<file path="src/pkg/arit_defs.svh">
`ifndef ARIT_DEFS_SVH
`define ARIT_DEFS_SVH

// ***************************************
// register byte offsets
// ***************************************
`define ARIT_OFF_MODE1 8'h00
`define ARIT_OFF_MODE2 8'h04
`define ARIT_OFF_STATUS 8'h08
`define ARIT_OFF_IRQ 8'h0C
`define ARIT_OFF_FSK 8'h10
`define ARIT_OFF_RING 8'h14

// ***************************************
// field positions
// ***************************************
// first mode register
`define ARIT_M1_TB_EN 0
`define ARIT_M1_TB_MIN 1
`define ARIT_M1_IRQ_HIGH 2
`define ARIT_M1_SENSE_EN 4
// second mode register
`define ARIT_M2_FSK_EN 5
`define ARIT_M2_TONE_EN 6
`define ARIT_M2_OSC_EN 7
// pending bits in the irq register
`define ARIT_P_SENSE 0
`define ARIT_P_FSK 1
`define ARIT_P_TONE 2
`define ARIT_P_TB 3
// line comparator levels in the status register
`define ARIT_ST_SENSE_A 7
`define ARIT_ST_SENSE_B 6

// ***************************************
// reset values
// ***************************************
`define ARIT_RST_MODE1 8'h00
`define ARIT_RST_MODE2 8'h80

// ***************************************
// timebase
// ***************************************
`define ARIT_LF_HZ 32768
`define ARIT_TB_PERIOD_S 1
`define ARIT_LF_PER_TB (`ARIT_LF_HZ * `ARIT_TB_PERIOD_S)
`define ARIT_SEC_PER_MIN 60

// ***************************************
// bus answers
// ***************************************
`define ARIT_RESP_OKAY 2'h0
`define ARIT_RESP_SLVERR 2'h2

`endif

</file>
<file path="src/pkg/arit_pkg.sv">
`default_nettype none
package arit_pkg;
  typedef logic [7:0] arit_byte_t;
  typedef logic [7:0] arit_addr_t;
  typedef logic [31:0] arit_word_t;
  typedef logic [15:0] arit_ring_t;
  typedef logic [3:0] arit_pend_t;
endpackage
`default_nettype wire

</file>
<file path="src/pkg/arit_tb_if.sv">
`timescale 1ns/1ps
`default_nettype none
// control and tick between the core and its timebase
interface arit_tb_if;
  logic lf_tick;
  logic enable;
  logic minute;
  logic tick;
  modport tb (input lf_tick, input enable, input minute, output tick);
  modport ctl (output lf_tick, output enable, output minute, input tick);
endinterface
`default_nettype wire

</file>
<file path="src/hw/arit_top.sv">
// Overview of operation
// periodic tick, one second or minute
// tick divided from low-frequency clock
// power-down keeps only comparators, timebase
// separate tone, receiver, oscillator enables
// four event sources raise interrupt
// interrupt active level is programmable
// host reads status, byte, period; sets options
// other functions need system oscillator
// irq register read clears pending events
// oscillator bit low enters power-down
// line change needs its enable bit
// line change path needs no oscillator
// interrupt holds while enabled source pending
//
// The placing of the registers and the AXI4-Lite interface to the registers were decided locally.
`timescale 1ns/1ps
`default_nettype none
`include "arit_defs.svh"
module arit_top #(
  parameter int unsigned LF_PER_SEC = `ARIT_LF_PER_TB
) (
  input wire logic CLK_IN,
  input wire logic RST_IN,
  input wire arit_pkg::arit_addr_t S_AXI_AWADDR_IN,
  input wire logic S_AXI_AWVALID_IN,
  output logic S_AXI_AWREADY_OUT,
  input wire arit_pkg::arit_word_t S_AXI_WDATA_IN,
  input wire logic [3:0] S_AXI_WSTRB_IN,
  input wire logic S_AXI_WVALID_IN,
  output logic S_AXI_WREADY_OUT,
  output logic [1:0] S_AXI_BRESP_OUT,
  output logic S_AXI_BVALID_OUT,
  input wire logic S_AXI_BREADY_IN,
  input wire arit_pkg::arit_addr_t S_AXI_ARADDR_IN,
  input wire logic S_AXI_ARVALID_IN,
  output logic S_AXI_ARREADY_OUT,
  output arit_pkg::arit_word_t S_AXI_RDATA_OUT,
  output logic [1:0] S_AXI_RRESP_OUT,
  output logic S_AXI_RVALID_OUT,
  input wire logic S_AXI_RREADY_IN,
  input wire logic LINE_SENSE_IN_A,
  input wire logic LINE_SENSE_IN_B,
  input wire logic TONE_ALERT_IN,
  input wire logic FSK_BYTE_VALID_IN,
  input wire arit_pkg::arit_byte_t FSK_BYTE_IN,
  input wire arit_pkg::arit_ring_t RING_PERIOD_IN,
  input wire logic LF_TICK_IN,
  output logic IRQ_OUT,
  output logic HF_OSC_EN_OUT,
  output logic ADC_EN_OUT,
  output logic TONE_DET_EN_OUT,
  output logic FSK_RX_EN_OUT
);
  import arit_pkg::*;

  // ***************************************
  // state
  // ***************************************
  arit_byte_t mode1_r;
  arit_byte_t mode2_r;
  arit_pend_t pend_r;
  arit_pend_t pend_nxt;
  arit_byte_t fsk_data_r;
  arit_ring_t ring_r;
  logic sense_a_r;
  logic sense_b_r;
  logic irq_r;
  logic aw_hold_r;
  arit_addr_t aw_addr_r;
  logic w_hold_r;
  arit_byte_t w_data_r;
  logic w_strb_r;
  logic bvalid_r;
  logic [1:0] bresp_r;
  logic rvalid_r;
  arit_word_t rdata_r;
  logic [1:0] rresp_r;

  arit_tb_if tbi ();

  // ***************************************
  // mode decode
  // ***************************************
  // oscillator enable
  // clearing this bit stops the system clock and the converter
  wire osc_en = mode2_r[`ARIT_M2_OSC_EN];
  // separate enables
  // a detector without a running oscillator counts as switched off
  wire tone_en = mode2_r[`ARIT_M2_TONE_EN] && osc_en;
  wire fsk_en = mode2_r[`ARIT_M2_FSK_EN] && osc_en;
  wire sense_en = mode1_r[`ARIT_M1_SENSE_EN];
  wire tb_en = mode1_r[`ARIT_M1_TB_EN];
  wire irq_high = mode1_r[`ARIT_M1_IRQ_HIGH];

  // power-down outputs
  assign HF_OSC_EN_OUT = osc_en;
  assign ADC_EN_OUT = osc_en;
  assign TONE_DET_EN_OUT = tone_en;
  assign FSK_RX_EN_OUT = fsk_en;

  // ***************************************
  // timebase
  // ***************************************
  assign tbi.lf_tick = LF_TICK_IN;
  assign tbi.enable = tb_en;
  assign tbi.minute = mode1_r[`ARIT_M1_TB_MIN];

  // low clock divider
  arit_timebase #(
    .LF_PER_SEC(LF_PER_SEC)
  ) u_timebase (
    .clk_in(CLK_IN),
    .rst_in(RST_IN),
    .tb(tbi.tb)
  );

  // ***************************************
  // event sources
  // ***************************************
  // line change path
  // compares against last sample, independent of the oscillator bit
  wire sense_chg = (LINE_SENSE_IN_A ^ sense_a_r) || (LINE_SENSE_IN_B ^ sense_b_r);
  // gated by enable
  wire ev_sense = sense_chg && sense_en;
  // needs system oscillator
  wire ev_fsk = FSK_BYTE_VALID_IN && fsk_en;
  wire ev_tone = TONE_ALERT_IN && tone_en;
  wire ev_tb = tbi.tick;

  // four sources
  wire [3:0] ev_set = {ev_tb, ev_tone, ev_fsk, ev_sense};
  wire [3:0] src_en = {tb_en, tone_en, fsk_en, sense_en};

  // ***************************************
  // bus decode
  // ***************************************
  wire aw_fire = S_AXI_AWVALID_IN && S_AXI_AWREADY_OUT;
  wire w_fire = S_AXI_WVALID_IN && S_AXI_WREADY_OUT;
  wire ar_fire = S_AXI_ARVALID_IN && S_AXI_ARREADY_OUT;
  wire wr_do = aw_hold_r && w_hold_r && !bvalid_r;
  wire wr_m1 = wr_do && w_strb_r && (aw_addr_r == `ARIT_OFF_MODE1);
  wire wr_m2 = wr_do && w_strb_r && (aw_addr_r == `ARIT_OFF_MODE2);
  wire wr_hit = (aw_addr_r == `ARIT_OFF_MODE1) || (aw_addr_r == `ARIT_OFF_MODE2);
  // read clears
  wire rd_clr = ar_fire && (S_AXI_ARADDR_IN == `ARIT_OFF_IRQ);

  // host reads status, byte, period
  arit_word_t rd_mux;
  logic rd_hit;
  always_comb begin
    rd_mux = 32'h0000_0000;
    rd_hit = 1'b1;
    unique case (S_AXI_ARADDR_IN)
      `ARIT_OFF_MODE1: rd_mux = {24'h00_0000, mode1_r};
      `ARIT_OFF_MODE2: rd_mux = {24'h00_0000, mode2_r};
      `ARIT_OFF_STATUS: begin
        rd_mux[`ARIT_ST_SENSE_A] = LINE_SENSE_IN_A;
        rd_mux[`ARIT_ST_SENSE_B] = LINE_SENSE_IN_B;
        rd_mux[3:0] = pend_r;
      end
      `ARIT_OFF_IRQ: rd_mux = {28'h000_0000, pend_r};
      `ARIT_OFF_FSK: rd_mux = {24'h00_0000, fsk_data_r};
      `ARIT_OFF_RING: rd_mux = {16'h0000, ring_r};
      default: rd_hit = 1'b0;
    endcase
  end

  // one write and one read in flight; holds stall the channels
  assign S_AXI_AWREADY_OUT = !aw_hold_r && !bvalid_r;
  assign S_AXI_WREADY_OUT = !w_hold_r && !bvalid_r;
  assign S_AXI_ARREADY_OUT = !rvalid_r;
  assign S_AXI_BVALID_OUT = bvalid_r;
  assign S_AXI_BRESP_OUT = bresp_r;
  assign S_AXI_RVALID_OUT = rvalid_r;
  assign S_AXI_RDATA_OUT = rdata_r;
  assign S_AXI_RRESP_OUT = rresp_r;

  // ***************************************
  // pending and interrupt
  // ***************************************
  // set wins over clear
  // an event in the clearing read's cycle stays pending
  assign pend_nxt = (pend_r & ~{4{rd_clr}}) | ev_set;

  always_ff @(posedge CLK_IN) begin
    if (RST_IN) begin
      pend_r <= 4'h0;
    end else begin
      pend_r <= pend_nxt;
    end
  end

  // level while pending
  // disabling a source also hides its stale pending bit
  always_ff @(posedge CLK_IN) begin
    if (RST_IN) begin
      irq_r <= 1'b0;
    end else begin
      irq_r <= |(pend_nxt & src_en);
    end
  end

  // programmable level
  assign IRQ_OUT = irq_high ? irq_r : !irq_r;

  // ***************************************
  // line comparators and data capture
  // ***************************************
  // line change detect
  always_ff @(posedge CLK_IN) begin
    if (RST_IN) begin
      sense_a_r <= 1'b0;
      sense_b_r <= 1'b0;
    end else begin
      sense_a_r <= LINE_SENSE_IN_A;
      sense_b_r <= LINE_SENSE_IN_B;
    end
  end

  // capture needs oscillator
  // byte and period freeze in power-down, keeping the last values readable
  always_ff @(posedge CLK_IN) begin
    if (RST_IN) begin
      fsk_data_r <= 8'h00;
    end else if (ev_fsk) begin
      fsk_data_r <= FSK_BYTE_IN;
    end
  end

  always_ff @(posedge CLK_IN) begin
    if (RST_IN) begin
      ring_r <= 16'h0000;
    end else if (osc_en) begin
      ring_r <= RING_PERIOD_IN;
    end
  end

  // ***************************************
  // mode registers
  // ***************************************
  // host sets options
  always_ff @(posedge CLK_IN) begin
    if (RST_IN) begin
      mode1_r <= `ARIT_RST_MODE1;
    end else if (wr_m1) begin
      mode1_r <= w_data_r;
    end
  end

  // power-down entry
  always_ff @(posedge CLK_IN) begin
    if (RST_IN) begin
      mode2_r <= `ARIT_RST_MODE2;
    end else if (wr_m2) begin
      mode2_r <= w_data_r;
    end
  end

  // ***************************************
  // bus write channel
  // ***************************************
  // address and data may arrive in either order
  always_ff @(posedge CLK_IN) begin
    if (RST_IN) begin
      aw_hold_r <= 1'b0;
      aw_addr_r <= 8'h00;
    end else if (aw_fire) begin
      aw_hold_r <= 1'b1;
      aw_addr_r <= S_AXI_AWADDR_IN;
    end else if (wr_do) begin
      aw_hold_r <= 1'b0;
    end
  end

  always_ff @(posedge CLK_IN) begin
    if (RST_IN) begin
      w_hold_r <= 1'b0;
      w_data_r <= 8'h00;
      w_strb_r <= 1'b0;
    end else if (w_fire) begin
      w_hold_r <= 1'b1;
      w_data_r <= S_AXI_WDATA_IN[7:0];
      w_strb_r <= S_AXI_WSTRB_IN[0];
    end else if (wr_do) begin
      w_hold_r <= 1'b0;
    end
  end

  // response after both halves; any address but the two mode registers answers with an error
  always_ff @(posedge CLK_IN) begin
    if (RST_IN) begin
      bvalid_r <= 1'b0;
      bresp_r <= `ARIT_RESP_OKAY;
    end else if (wr_do) begin
      bvalid_r <= 1'b1;
      bresp_r <= wr_hit ? `ARIT_RESP_OKAY : `ARIT_RESP_SLVERR;
    end else if (S_AXI_BREADY_IN) begin
      bvalid_r <= 1'b0;
    end
  end

  // ***************************************
  // bus read channel
  // ***************************************
  // data sampled at acceptance so it matches the clearing read
  always_ff @(posedge CLK_IN) begin
    if (RST_IN) begin
      rvalid_r <= 1'b0;
      rdata_r <= 32'h0000_0000;
      rresp_r <= `ARIT_RESP_OKAY;
    end else if (ar_fire) begin
      rvalid_r <= 1'b1;
      rdata_r <= rd_mux;
      rresp_r <= rd_hit ? `ARIT_RESP_OKAY : `ARIT_RESP_SLVERR;
    end else if (S_AXI_RREADY_IN) begin
      rvalid_r <= 1'b0;
    end
  end
endmodule
`default_nettype wire

</file>
<file path="src/hw/arit_timebase.sv">
`timescale 1ns/1ps
`default_nettype none
`include "arit_defs.svh"
module arit_timebase #(
  parameter int unsigned LF_PER_SEC = `ARIT_LF_PER_TB
) (
  input wire logic clk_in,
  input wire logic rst_in,
  arit_tb_if.tb tb
);
  import arit_pkg::*;

  logic [15:0] sub_r;
  logic [5:0] sec_r;
  logic tick_r;
  wire sub_wrap = tb.lf_tick && (sub_r == 16'(LF_PER_SEC - 1));
  wire sec_last = sec_r == 6'(`ARIT_SEC_PER_MIN - 1);
  wire tick_nxt = sub_wrap && (!tb.minute || sec_last);

  assign tb.tick = tick_r;

  // divide low clock
  // counts only low-frequency ticks so the period holds in power-down
  always_ff @(posedge clk_in) begin
    if (rst_in || !tb.enable) begin
      sub_r <= 16'h0000;
    end else if (sub_wrap) begin
      sub_r <= 16'h0000;
    end else if (tb.lf_tick) begin
      sub_r <= sub_r + 16'h0001;
    end
  end

  // second or minute
  // seconds counter only matters in minute mode
  always_ff @(posedge clk_in) begin
    if (rst_in || !tb.enable) begin
      sec_r <= 6'h00;
    end else if (sub_wrap) begin
      sec_r <= sec_last ? 6'h00 : sec_r + 6'h01;
    end
  end

  // one-cycle tick per period
  always_ff @(posedge clk_in) begin
    if (rst_in) begin
      tick_r <= 1'b0;
    end else begin
      tick_r <= tick_nxt && tb.enable;
    end
  end
endmodule
`default_nettype wire

</file>
<file path="config.mk">
export PLATFORM = sky130hd
export DESIGN_NAME = arit_top
export DESIGN_NICKNAME = d
export VERILOG_FILES = /design/src/pkg/arit_pkg.sv /design/src/pkg/arit_tb_if.sv /design/src/hw/arit_top.sv /design/src/hw/arit_timebase.sv
export VERILOG_INCLUDE_DIRS = /design/src /design/src/pkg
export SDC_FILE = /design/constraint.sdc
export NUM_CORES = 1
export LEC_CHECK = 0
export ABC_AREA = 1
export CAP_MARGIN = 20
export CORE_MARGIN = 2
export CORE_UTILIZATION = 30
export DETAILED_ROUTE_END_ITERATION = 6
export DONT_BUFFER_PORTS = 1
export GPL_TIMING_DRIVEN = 1
export PLACE_DENSITY_LB_ADDON = 0.08
export RECOVER_POWER = 100
export SLEW_MARGIN = 20
export SYNTH_ARGS = -nofsm -noshare
export SYNTH_HDL_FRONTEND = slang
export SYNTH_SLANG_ARGS = --single-unit
</file>
<file path="constraint.sdc">
create_clock -name CLK_IN -period 2.3 [get_ports CLK_IN]
set_input_delay 0.23 -clock CLK_IN [delete_from_list [all_inputs] [get_ports CLK_IN]]
set_output_delay 0.23 -clock CLK_IN [all_outputs]
set_load 0.01 [all_outputs]
</file>
==> run metrics <==
status=finished, final reports clean; power per cell area=710 nW/um^2; Max Clk Rate=~530 MHz; Period minus WS final=approximately 1.9 ns; grt ovf=0; Hold Path Class=input pin to register; Hold Fails Final Rpt=0; clock network power share=around two fifths; port bufs=0; cts bufs inserted=9; share of cells above drive strength 1=8.02%; # diodes=0; clk_skew=0.00870 ns; Worst Setup EP=S_AXI_RRESP_OUT[1]; leading cell type in the layout, fill and taps excluded=nor2_1; Max-Cap Viols=0; RSZ-0062 raised after global routing=no; # IOs=134; first-pass GRT wire length=19900 microns; number of global-route vias before repair=3981; most frequent cells in the layout=nor2_1 (136), nand2_1 (115), dfxtp_1 (109), o21ai_0 (74), a21oi_1 (49); Final HPWL DP=just under 9000 microns; CP Data Required Time=2.55 ns; CTS tree=built; pre-CTS WS=approximately 0.66 ns; Reg2Reg Setup Slack=0.41 ns; Layout Utilization=34.0%; Area Overhead vs Synth=11.1%; Synth Instances=660; Power Internal=roughly 2800 uW; initial antenna violation count=0; Critical R2R Capture=S_AXI_RRESP_OUT[1]; initial drt markers=220; post-synthesis sequential area ratio=between 40% and 50%; H-tree lvl count=3; Synth Register Bits=109; max-slew violations=0; Worst-Skew Late Latency=0.36 ns; GRT Overall Usage=14.4%; Core Region=15800 sq um; Detailed Route WL=around 12000 microns; maximum clock path buffer count=2; largest net degree at the start of global routing=35; DRC=0; average routed wire per standard cell=13.5 microns; Final setup viols=0; Die ar.=17200 sq um; Setup TNS Final=0 ns; slew margin rel.=around 35%; Avg Cell Area, Syn=7.35 sq um; Reg power frac=52.4%; Die H=131 microns; CP Capture Type=register; via-per-instance ratio=roughly 4.5; switching portion of total power=26.6%; CTS clk-pin slew, worst paths=0.08 ns; Root Driver=clkbuf_16; Max IR drop VDD=approximately 0.36 mV; Syn Std Cell Area=around 4800 sq um; CP startpoint kind=register; Crit path arrival time=2.14 ns; Setup CP Type=register to register; worst setup margin=0.411 ns; DR pass1 iterations=4; Initial Util=30.6%; post-synth cell types=41; antenna-violating nets left=0; Leakage=0.00206 uW; row cnt=46; CP Max Fanout=9; DR vias=around 4000; Least-Margin Pin Slew=0.977 ns; DIE WIDTH=131 microns; CP startpoint=S_AXI_RVALID_OUT; Synthesis Warnings=0; Placer Congestion=~0.73; Comb pwr share=between 6 and 7%; worst reg-to-reg path cell count=4; Net Sw Power=1020 uW; CTS Sinks=109; post-route clock period utilization=82.1%; final net count=about 760; worst reg2reg startpoint=S_AXI_RVALID_OUT
==> how the worst min path moves through the flow <==
| stage | from | endpoint | slack, ns | depth (start not counted) |
|---|---|---|---|---|
| 2_1_floorplan | RST_IN | S_AXI_BVALID_OUT | 0.30 | 1 |
| 3_3_place_gp | RST_IN | S_AXI_BVALID_OUT | 0.30 | 1 |
| 3_5_place_dp | RST_IN | S_AXI_BVALID_OUT | 0.30 | 1 |
| 4_1_cts | RING_PERIOD_IN[5] | ring_r[5] | 0.001 | 2 |
| 5_1_grt | RING_PERIOD_IN[6] | ring_r[6] | 0.01 | 2 |
| 6_report | RING_PERIOD_IN[1] | ring_r[1] | 0.02 | 2 |
==> what timing repair did <==
action | 4_1_cts | 5_1_grt
resized for setup | 0 | 0
hold buffers | 13 | 1
hold endpoints to repair | 32 | 1
setup buffers | 0 | 0
==> kinds of logic (layout without fill, tap and decap cells) <==
group	count (synthesis)	after routing	synth area share, %
compound gates	129	129	13.8
flops	109	109	45.0
other cells	1	18	0.0773
xor+xnor	13	13	2.35
fa+ha+maj	2	2	0.516
simple gates	322	322	29.7
mux	1	1	0.206
buf+inv	83	79	8.36
==> synthesized netlist by cell type (all sizes together) <==
cell / number / area (sq um)
o21a: 2 / 15.0
nor3: 8 / 78.8
clkbuf: 12 / 45.0
nor4: 2 / 27.5
buf: 27 / 191
o22ai: 1 / 6.26
or2: 2 / 12.5
a211oi: 1 / 7.51
o21ai: 75 / 387
conb: 1 / 3.75
nor2: 147 / 594
nand2: 121 / 477
nand3: 36 / 198
clkinv: 3 / 12.5
nand3b: 2 / 27.5
dfxtp: 109 / 2180
xnor2: 7 / 61.3
nand4: 4 / 25.0
xor2: 6 / 52.6
ha: 2 / 25.0
inv: 41 / 156
a21oi: 50 / 254
mux2i: 1 / 10.0
==> layer usage <==
metal | vias up | part of all wire (%) | track usage [%]
met5 | - | 0 | 0
met4 | 0 | 0.49 | 3.62
met3 | 4 | 5.2 | 5.13
met2 | 73 | 47 | 24.0
met1 | 1845 | 47 | 17.9
li1 | 2111 | - | -
==> critical path, cell delays in order (launching register included) <==
cell and delay [ns]:
dfxtp_1 0.36, nor2_1 0.52, clkinv_1 0.48, o21ai_0 0.34, nor2_1 0.07
==> final cells by class <==
type | instances | area [sq um]
fill | 1754 | 10400
multi-input combinational | 485 | 2290
sequential | 109 | 2180
tap | 216 | 270
clock buffer | 9 | 225
timing repair buffer | 19 | 178
inverter | 44 | 169
clock inverter | 7 | 75.1
==> power by group through the flow <==
stage                     combinational, uW  clock, uW  sequential, uW
final                                   242       1580            2000
after floorplan                         207          0            2040
after global routing                    279       1720            2010
after global placement                  216          0            2050
after CTS                               246       1640            2010
after detailed placement                220          0            2050
==> sequential cells by signal, indices dropped and copies added (netlist names) <==
name,cells
sense_b_r,1
S_AXI_RRESP_OUT,1
fsk_data_r,8
S_AXI_BRESP_OUT,1
u_timebase.sec_r,6
w_data_r,8
pend_r,4
w_hold_r,1
S_AXI_RDATA_OUT,16
aw_addr_r,8
u_timebase.sub_r,16
sense_a_r,1
mode1_r,8
w_strb_r,1
aw_hold_r,1
irq_r,1
mode2_r,8
u_timebase.tb.tick,1
ring_r,16
S_AXI_RVALID_OUT,1
S_AXI_BVALID_OUT,1
==> stage by stage <==
step	total power, uW	instances	hold slack, ns	area, sq um
6_report	3820	889	0.0214	5390
5_1_grt	4010	889	0.0102	5390
4_1_cts	3890	888	0.000980	5420
3_5_place_dp	2270	859	0.304	4990
3_3_place_gp	2260	859	0.303	4990
2_1_floorplan	2240	677	0.299	4910
No activity file was read; power rests on OpenSTA's default activity.
